==> src/acmc_pkg.sv <==
// Package for the audio converter microphone control block: register map, fields, resets.
// Assumes a 32-bit APB master and one 16-bit register per aligned word.
package acmc_pkg;

   // ----------------------------------------------------------------------
   // Register indices; the byte address is four times the index.
   // ----------------------------------------------------------------------
   localparam logic [31:0] IDX_DAC_RATE_CONFIG  = 32'h0B00016A;
   localparam logic [31:0] IDX_MIC_INPUT_SAMPLE = 32'h0B000170;
   localparam logic [31:0] IDX_MIC_CONTROL      = 32'h0B000172;
   localparam logic [31:0] IDX_ADC_RATE_CONFIG  = 32'h0B000174;
   localparam logic [31:0] IDX_UNIT_SEQ_CONTROL = 32'h0B00017A;

   localparam logic [31:0] ADDR_DAC_RATE_CONFIG  = {IDX_DAC_RATE_CONFIG[29:0], 2'b00};
   localparam logic [31:0] ADDR_MIC_INPUT_SAMPLE = {IDX_MIC_INPUT_SAMPLE[29:0], 2'b00};
   localparam logic [31:0] ADDR_MIC_CONTROL      = {IDX_MIC_CONTROL[29:0], 2'b00};
   localparam logic [31:0] ADDR_ADC_RATE_CONFIG  = {IDX_ADC_RATE_CONFIG[29:0], 2'b00};
   localparam logic [31:0] ADDR_UNIT_SEQ_CONTROL = {IDX_UNIT_SEQ_CONTROL[29:0], 2'b00};

   // ----------------------------------------------------------------------
   // Field positions and widths.
   // ----------------------------------------------------------------------
   localparam int RATE_W          = 3;
   localparam int SAMPLE_W        = 10;
   localparam int FIFO_DEPTH      = 8;
   localparam int BIT_REF_ENABLE  = 15;
   localparam int BIT_RUN_STATE   = 3;
   localparam int BIT_PAGE_STOP   = 1;
   localparam int BIT_USE_REQUEST = 0;
   localparam int BIT_MIC_ENABLE  = 4;

   // ----------------------------------------------------------------------
   // Reset values and rate codes.
   // ----------------------------------------------------------------------
   localparam logic [RATE_W-1:0]   RATE_RESET    = 3'h0;
   localparam logic [SAMPLE_W-1:0] SAMPLE_RESET  = 10'h200;
   localparam logic [RATE_W-1:0]   RATE_11K025   = 3'h0;
   localparam logic [RATE_W-1:0]   RATE_22K05    = 3'h1;
   localparam logic [RATE_W-1:0]   RATE_44K1     = 3'h2;
   localparam logic [RATE_W-1:0]   RATE_8K       = 3'h4;

   function automatic logic acmc_rate_ok(input logic [RATE_W-1:0] code);
      acmc_rate_ok = (code == RATE_11K025) || (code == RATE_22K05) ||
                     (code == RATE_44K1) || (code == RATE_8K);
   endfunction : acmc_rate_ok

endpackage : acmc_pkg

==> src/acmc_top.sv <==
// Microphone converter control: APB registers, A/D arbitration, sample path and FIFO.
// Assumes the converters, the touch panel unit and the DMA engine sit outside on plain ports.
//
// Register access over APB is this design's own decision.
`timescale 1ns/1ps

// --------------------------------------------------------------------------
// Sample FIFO
// --------------------------------------------------------------------------
module acmc_fifo #(
   parameter int WIDTH = 10,
   parameter int DEPTH = 8
) (
   input  wire logic             pclk,
   input  wire logic             presetn,
   input  wire logic             flush,
   input  wire logic             in_valid,
   output logic                  in_ready,
   input  wire logic [WIDTH-1:0] in_data,
   output logic                  out_valid,
   input  wire logic             out_ready,
   output logic      [WIDTH-1:0] out_data
);
   localparam int AW = $clog2(DEPTH);

   logic [WIDTH-1:0] mem_ff [DEPTH];
   logic [AW-1:0]    wr_ptr_ff;
   logic [AW-1:0]    rd_ptr_ff;
   logic [AW:0]      count_ff;
   logic [AW-1:0]    nxt_wr_ptr;
   logic [AW-1:0]    nxt_rd_ptr;
   logic [AW:0]      nxt_count;
   logic             push;
   logic             pop;

   assign in_ready  = (count_ff != (AW+1)'(DEPTH));
   assign out_valid = (count_ff != '0);
   assign out_data  = mem_ff[rd_ptr_ff];
   assign push      = in_valid && in_ready;
   assign pop       = out_valid && out_ready;

   always_comb begin
      nxt_wr_ptr = wr_ptr_ff;
      nxt_rd_ptr = rd_ptr_ff;
      nxt_count  = count_ff;
      if (flush) begin
         nxt_wr_ptr = '0;
         nxt_rd_ptr = '0;
         nxt_count  = '0;
      end else begin
         if (push) begin
            nxt_wr_ptr = (wr_ptr_ff == AW'(DEPTH-1)) ? '0 : wr_ptr_ff + 1'b1;
         end
         if (pop) begin
            nxt_rd_ptr = (rd_ptr_ff == AW'(DEPTH-1)) ? '0 : rd_ptr_ff + 1'b1;
         end
         if (push && !pop) begin
            nxt_count = count_ff + 1'b1;
         end else if (pop && !push) begin
            nxt_count = count_ff - 1'b1;
         end
      end
   end

   always_ff @(posedge pclk or negedge presetn) begin
      if (!presetn) begin
         wr_ptr_ff <= '0;
         rd_ptr_ff <= '0;
         count_ff  <= '0;
      end else begin
         wr_ptr_ff <= nxt_wr_ptr;
         rd_ptr_ff <= nxt_rd_ptr;
         count_ff  <= nxt_count;
      end
   end

   // The storage has no reset; a word is only read after it was written.
   always_ff @(posedge pclk) begin
      if (push && !flush) begin
         mem_ff[wr_ptr_ff] <= in_data;
      end
   end

endmodule : acmc_fifo

// --------------------------------------------------------------------------
// Top level
// --------------------------------------------------------------------------
// Summary of operation
// - Speaker rate codes: 000,001,010,100; rest reserved.
// - Reserved bits ignored on write, read zero.
// - Ten-bit A/D sample, forwarded to DMA holding.
// - Sample writes accepted only while block enabled.
// - Disable forces sample to 0x200; same at reset.
// - Bit 15 connects A/D reference when set.
// - Run state bit 3 mirrors block enable.
// - Bit 1 selects one- or two-page DMA stop.
// - Microphone wins A/D over touch panel.
// - Microphone rate uses the speaker encoding.
// - Bit 4 enables microphone block and DMA.
module acmc_top (
   input  wire logic                           pclk,
   input  wire logic                           presetn,
   input  wire logic                           psel,
   input  wire logic                           penable,
   input  wire logic                           pwrite,
   input  wire logic [31:0]                    paddr,
   input  wire logic [31:0]                    pwdata,
   output logic      [31:0]                    prdata,
   output logic                                pready,
   output logic                                pslverr,
   input  wire logic                           adc_done,
   input  wire logic [acmc_pkg::SAMPLE_W-1:0]  adc_data,
   input  wire logic                           touch_panel_req,
   output logic                                mic_adc_grant,
   output logic                                touch_panel_grant,
   output logic                                adc_ref_enable,
   output logic      [acmc_pkg::RATE_W-1:0]    adc_rate_sel,
   output logic                                adc_rate_supported,
   output logic      [acmc_pkg::RATE_W-1:0]    dac_rate_sel,
   output logic                                dac_rate_supported,
   output logic                                mic_page_stop_sel,
   output logic                                mic_block_enable,
   output logic      [acmc_pkg::SAMPLE_W-1:0]  mic_dma_data,
   output logic                                mic_dma_valid,
   input  wire logic                           mic_dma_ready
);
   import acmc_pkg::*;

   // -----------------------------------------------------------------------
   // State
   // -----------------------------------------------------------------------
   logic [RATE_W-1:0]   dac_rate_ff;
   logic [RATE_W-1:0]   adc_rate_ff;
   logic [SAMPLE_W-1:0] sample_ff;
   logic                sample_full_ff;
   logic                ref_enable_ff;
   logic                page_stop_ff;
   logic                enable_ff;
   logic [31:0]         prdata_ff;
   logic                pslverr_ff;

   logic [RATE_W-1:0]   nxt_dac_rate;
   logic [RATE_W-1:0]   nxt_adc_rate;
   logic [SAMPLE_W-1:0] nxt_sample;
   logic                nxt_sample_full;
   logic                nxt_ref_enable;
   logic                nxt_page_stop;
   logic                nxt_enable;
   logic [31:0]         nxt_prdata;
   logic                nxt_pslverr;

   logic                setup_phase;
   logic                write_access;
   logic                hit_dac;
   logic                hit_sample;
   logic                hit_control;
   logic                hit_adc;
   logic                hit_seq;
   logic                mapped;
   logic                mic_req;
   logic                fifo_in_ready;
   logic [15:0]         control_view;

   // -----------------------------------------------------------------------
   // Decode and handshake
   // -----------------------------------------------------------------------
   assign setup_phase  = psel && !penable;
   assign write_access = psel && penable && pwrite;
   assign hit_dac      = (paddr == ADDR_DAC_RATE_CONFIG);
   assign hit_sample   = (paddr == ADDR_MIC_INPUT_SAMPLE);
   assign hit_control  = (paddr == ADDR_MIC_CONTROL);
   assign hit_adc      = (paddr == ADDR_ADC_RATE_CONFIG);
   assign hit_seq      = (paddr == ADDR_UNIT_SEQ_CONTROL);
   assign mapped       = hit_dac || hit_sample || hit_control || hit_adc || hit_seq;

   // Read data is captured in the setup cycle, so every access finishes without wait states.
   assign pready  = 1'b1;
   assign prdata  = prdata_ff;
   assign pslverr = pslverr_ff;

   // -----------------------------------------------------------------------
   // Converter arbitration
   // -----------------------------------------------------------------------
   // The request drops while a sample waits for FIFO room, so a busy DMA engine
   // stalls conversions instead of losing samples.
   assign mic_req           = enable_ff && !sample_full_ff && acmc_rate_ok(adc_rate_ff);
   assign mic_adc_grant     = mic_req;
   assign touch_panel_grant = touch_panel_req && !mic_req;

   // -----------------------------------------------------------------------
   // Outputs
   // -----------------------------------------------------------------------
   assign adc_ref_enable     = ref_enable_ff;
   assign adc_rate_sel       = adc_rate_ff;
   assign adc_rate_supported = acmc_rate_ok(adc_rate_ff);
   assign dac_rate_sel       = dac_rate_ff;
   assign dac_rate_supported = acmc_rate_ok(dac_rate_ff);
   assign mic_page_stop_sel  = page_stop_ff;
   assign mic_block_enable   = enable_ff;

   // Reserved positions are tied to zero in the read views.
   always_comb begin
      control_view                  = 16'h0000;
      control_view[BIT_REF_ENABLE]  = ref_enable_ff;
      control_view[BIT_RUN_STATE]   = enable_ff;
      control_view[BIT_PAGE_STOP]   = page_stop_ff;
      control_view[BIT_USE_REQUEST] = mic_req;
   end

   // -----------------------------------------------------------------------
   // Register and sample next state
   // -----------------------------------------------------------------------
   always_comb begin
      nxt_dac_rate    = dac_rate_ff;
      nxt_adc_rate    = adc_rate_ff;
      nxt_ref_enable  = ref_enable_ff;
      nxt_page_stop   = page_stop_ff;
      nxt_enable      = enable_ff;
      nxt_sample      = sample_ff;
      nxt_sample_full = sample_full_ff;
      nxt_prdata      = prdata_ff;
      nxt_pslverr     = pslverr_ff;

      if (setup_phase) begin
         nxt_pslverr = !mapped;
         nxt_prdata  = 32'h0000_0000;
         if (pwrite) begin
            nxt_prdata = 32'h0000_0000;
         end else if (hit_dac) begin
            nxt_prdata = {29'h0000_0000, dac_rate_ff};
         end else if (hit_sample) begin
            nxt_prdata = {22'h00_0000, sample_ff};
         end else if (hit_control) begin
            nxt_prdata = {16'h0000, control_view};
         end else if (hit_adc) begin
            nxt_prdata = {29'h0000_0000, adc_rate_ff};
         end else if (hit_seq) begin
            nxt_prdata = {27'h000_0000, enable_ff, 4'h0};
         end
      end

      // Only the documented bits are taken; everything else in pwdata is dropped.
      if (write_access) begin
         if (hit_dac) begin
            nxt_dac_rate = pwdata[RATE_W-1:0];
         end else if (hit_control) begin
            nxt_ref_enable = pwdata[BIT_REF_ENABLE];
            nxt_page_stop  = pwdata[BIT_PAGE_STOP];
         end else if (hit_adc) begin
            nxt_adc_rate = pwdata[RATE_W-1:0];
         end else if (hit_seq) begin
            nxt_enable = pwdata[BIT_MIC_ENABLE];
         end
      end

      if (!enable_ff) begin
         nxt_sample      = SAMPLE_RESET;
         nxt_sample_full = 1'b0;
      end else begin
         if (sample_full_ff && fifo_in_ready) begin
            nxt_sample_full = 1'b0;
         end
         if (write_access && hit_sample) begin
            nxt_sample      = pwdata[SAMPLE_W-1:0];
            nxt_sample_full = 1'b1;
         end
         if (adc_done && mic_adc_grant) begin
            nxt_sample      = adc_data;
            nxt_sample_full = 1'b1;
         end
      end
   end

   always_ff @(posedge pclk or negedge presetn) begin
      if (!presetn) begin
         dac_rate_ff    <= RATE_RESET;
         adc_rate_ff    <= RATE_RESET;
         ref_enable_ff  <= 1'b0;
         page_stop_ff   <= 1'b0;
         enable_ff      <= 1'b0;
         sample_ff      <= SAMPLE_RESET;
         sample_full_ff <= 1'b0;
         prdata_ff      <= 32'h0000_0000;
         pslverr_ff     <= 1'b0;
      end else begin
         dac_rate_ff    <= nxt_dac_rate;
         adc_rate_ff    <= nxt_adc_rate;
         ref_enable_ff  <= nxt_ref_enable;
         page_stop_ff   <= nxt_page_stop;
         enable_ff      <= nxt_enable;
         sample_ff      <= nxt_sample;
         sample_full_ff <= nxt_sample_full;
         prdata_ff      <= nxt_prdata;
         pslverr_ff     <= nxt_pslverr;
      end
   end

   // -----------------------------------------------------------------------
   // Path toward the DMA holding register
   // -----------------------------------------------------------------------
   // Clearing the enable also stops DMA, so buffered samples are discarded.
   acmc_fifo #(
      .WIDTH (SAMPLE_W),
      .DEPTH (FIFO_DEPTH)
   ) u_fifo (
      .pclk      (pclk),
      .presetn   (presetn),
      .flush     (!enable_ff),
      .in_valid  (sample_full_ff),
      .in_ready  (fifo_in_ready),
      .in_data   (sample_ff),
      .out_valid (mic_dma_valid),
      .out_ready (mic_dma_ready),
      .out_data  (mic_dma_data)
   );

endmodule : acmc_top

==> config.mk <==
export PLATFORM = sky130hd
export DESIGN_NAME = acmc_top
export DESIGN_NICKNAME = d
export VERILOG_FILES = /design/src/acmc_pkg.sv /design/src/acmc_top.sv
export SDC_FILE = /design/constraint.sdc
export NUM_CORES = 1
export LEC_CHECK = 0
export BUFFER_PORTS_ARGS = -buffer_cell sky130_fd_sc_hd__clkbuf_2
export CORE_MARGIN = 2
export CORE_UTILIZATION = 43
export CTS_BUF_LIST = sky130_fd_sc_hd__clkbuf_4 sky130_fd_sc_hd__clkbuf_8
export CTS_CLUSTER_DIAMETER = 100
export DETAILED_ROUTE_END_ITERATION = 6
export PLACE_DENSITY = 0.67
export SYNTH_ARGS = -nofsm -noshare
export SYNTH_HDL_FRONTEND = slang
export SYNTH_SLANG_ARGS = --single-unit
==> constraint.sdc <==
create_clock -name pclk -period 3.1 [get_ports pclk]
set_input_delay 0.62 -clock pclk [delete_from_list [all_inputs] [get_ports pclk]]
set_output_delay 0.62 -clock pclk [all_outputs]
set_load 0.03 [all_outputs]
==> results by group <==
Finish
  • Commonest cells after routing, fill and taps aside: clkbuf_2, edfxtp_1, dfrtp_1, nand3_1, nand2_1
  • Layout cells sized above 1: 37.9%
  • Fin nets: 583
  • Synth-to-Final Area Change: 19.2%
  • Antenna diode count: 0
  • Most common cell after layout, fill and taps aside: clkbuf_2

Floorplan
  • Chip Height: 117 um
  • CORE AREA: 12500 um^2
  • Top-level port count: 140
  • Chip width: 117 um
  • Die ar.: 13700 um^2
  • # rows: 41
  • Starting Density: 43.8%

Routing
  • Routed vias: approximately 3500
  • M1 wire length: just under 5 mm
  • Total Wirelength: about 12 mm
  • Top sig layer: met4
  • DR iter-0 viols: 161
  • Wire length per cell: 17.0 um
  • DR WL met2: 5.90 mm
  • Iteration count of the initial detailed-routing pass: 4
  • Drt drc: 0
  • Vias per cell: between 5 and 6
  • DRT antenna net count: 0
  • Met3 WL: 637 um

Power and ir drop
  • Pint: 0.00255 W
  • Net Sw Power: between 0.0006 and 0.0007 W
  • Sw Share: about a fifth
  • Power share of the combinational group: 3.6%
  • PwrDens: between 400 and 500 nW/um^2
  • Leak: 2.39 nW
  • Sequential share of power: 53.7%
  • VDD IR max: 196 uV
  • Clock share of power: between 40 and 50%

Timing
  • Final Skew: between 0.008 and 0.009 ns
  • Slew HR: 29.8%
  • Final worst slack: ~0.29 ns
  • Max-slew violations: 0
  • Setup tns final: 0 ns
  • Final hold vios: 0
  • Fin crit share: 90.6%
  • Fmax: approximately 360 MHz
  • Final setup fails: 0
  • RSZ-0062 raised after global routing: false
  • Min Clock Period, post-route: 2.81 ns
  • Worst-margin pin slew: 1.05 ns

Clock tree
  • Root Buffer: clkbuf_8
  • CTS Sinks: 122
  • Clock insertion delay at the later pin of the skew report: 0.42 ns
  • # H-tree levels: 4
  • # hold bufs at CTS: 0
  • Reg clk slew, reported paths: approximately 0.060 ns
  • CTS Buffer Depth: 2
  • Postcts setup bufs: 0
  • Post-CTS sizing: 0
  • CTS tree: built
  • CTS buffer count: 17

GRT
  • Initial antenna violation count: 0
  • GRT Util Overall: about a fifth
  • Global-route wire length before repair: 18.6 mm
  • Overflow after GRT: 0
  • Vias in the first global route: 3595
  • Largest net degree at the start of global routing: 43

Synth
  • Synth Area in XOR/XNOR: 0.320%
  • Netlist cell types: 50
  • Simple-gate portion of the synthesized area: 11.7%
  • Largest family of logic cells by synthesized area: multiplexers
  • Compound-Gate Fraction of Synth Area: 4.36%
  • Synth Cell Area: approximately 5500 um^2
  • Yosys Warn Count: 0
  • Flops & latches, synth: 122
  • Async S/R FF share, synth: 34.4%
  • Syn_area_per_cell: 14.5 um^2
  • Sequential element share of the synthesized area: a little over three fifths
  • Primary flip-flop cell chosen by synthesis mapping: edfxtp_1
  • Post-synthesis adder-cell area fraction: under 10%
  • Mux contribution to synthesized area: 13.6%
  • EDFF count, synth: 80
  • Synthesized instance count: 378

Setup path
  • Worst path cell trace: buf_4, mux4_2, mux2_2, clkbuf_2
  • Crit Path Category: reg -> out
  • Worst path arrival time: approximately 2.2 ns
  • CP endpoint kind: primary output
  • Crit path max-delay cell type: mux4_2
  • Crit-path max FO: 23
  • Crit path launch type: register
  • Worst path max stage delay: 0.57 ns
  • Req. time, crit path: around 2.5 ns
  • Reg2reg setup slack: 0.50 ns

Placement
  • Final HPWL DP: 8.17 mm
  • Port bufs: 96
  • Dpl ws: ~0.51 ns
  • Placer Congestion: 0.938

Job
  • MaxCap Viol Count: 0

Outcome
  • Outcome: finished, final reports clean

Worst hold path
  • Hold crit path type: in -> async
[power groups by stage]
stage	registers [W]	logic, W	clock network (W)
after floorplan	0.00176	0.0000758	0
after global placement	0.00175	0.000115	0
after detailed placement	0.00175	0.000116	0
after CTS	0.00172	0.000116	0.00140
after global routing	0.00172	0.000126	0.00148
final	0.00172	0.000116	0.00137
[flip-flops by register name, indices dropped and copies added (netlist names)]
signal	flops
adc_ref_enable	1
mic_block_enable	1
u_fifo.rd_ptr_ff	3
pslverr	1
u_fifo.mem_ff	80
prdata	11
dac_rate_sel	3
mic_page_stop_sel	1
u_fifo.wr_ptr_ff	3
sample_ff	10
adc_rate_sel	3
sample_full_ff	1
u_fifo.count_ff	4
[metal layers]
layer	up-vias	global-route usage [%]
li1	1635	-
met1	1723	23.9
met2	138	30.9
met3	6	5.56
met4	0	6.12
met5	-	0
[final timing paths]
check	startpoint	to	depth (start not counted)
hold / removal	presetn	dac_rate_sel[1]	1
max in group asynchronous	presetn	sample_ff[4]	1
hold reg to reg	pslverr	pslverr	2
setup reg to reg	u_fifo.count_ff[0]	u_fifo.count_ff[3]	8
setup / recovery	u_fifo.rd_ptr_ff[0]	mic_dma_data[0]	4
min in group pclk	adc_data[7]	sample_ff[7]	3
[cells by family after synthesis]
group / after synthesis
flip-flops: 122
AND/OR/NAND/NOR: 117
multiplexers: 47
buffers and inverters: 44
AO/OA/AOI/OAI: 36
adder cells (fa/ha/maj): 8
other: 2
XOR/XNOR: 2
[area by class of cell]
cell class	count	area, um^2
fillers	1110	5990
flip-flops and latches	122	3450
multi-input cells	232	1830
repair buffers	112	601
clock buffers	24	299
well taps	172	215
clock inverters	8	95.1
inverters	9	33.8
[synthesized netlist by cell type, types with 2 or more instances]
master	instances	area, um^2
buf_4	23	173
buf_6	2	22.5
nor2_1	20	75.1
nor3_4	2	32.5
a22o_1	8	70.1
mux2_2	19	214
a21oi_1	11	55.1
nand3_1	33	165
xnor2_1	2	17.5
and2_1	2	12.5
dfrtp_1	41	1030
nand2_1	27	101
nor4bb_1	2	20.0
a211oi_1	2	15.0
nor2b_1	3	18.8
buf_2	2	10.0
ha_1	6	75.1
clkbuf_1	7	26.3
edfxtp_1	80	2400
mux4_2	20	450
inv_1	9	33.8
conb_1	2	7.51
o21ai_0	8	40.0
nor4_1	3	18.8
mux2i_1	8	80.1
nor3_1	7	35.0
nand2b_1	4	25.0
or4_1	3	22.5
[worst max-delay path, delay by kind of cell, from the launching register on]
kind	cells	cell delay, ns
mux	2	0.86
buf+inv	2	0.58
flops	1	0.32
[through the flow]
| step | total power [W] | util [%] | instances | area, um^2 | hold WS (ns) |
|---|---|---|---|---|---|
| 2_1_floorplan | 0.00183 | - | 398 | 5550 | 0.324 |
| 3_3_place_gp | 0.00187 | 49.0 | 647 | 6130 | 0.468 |
| 3_5_place_dp | 0.00187 | 49.0 | 647 | 6130 | 0.475 |
| 4_1_cts | 0.00324 | 52.2 | 679 | 6530 | 0.377 |
| 5_1_grt | 0.00333 | 52.2 | 679 | 6530 | 0.376 |
| 6_report | 0.00321 | 52.2 | 679 | 6530 | 0.377 |
(Power assumes the default switching activity.)
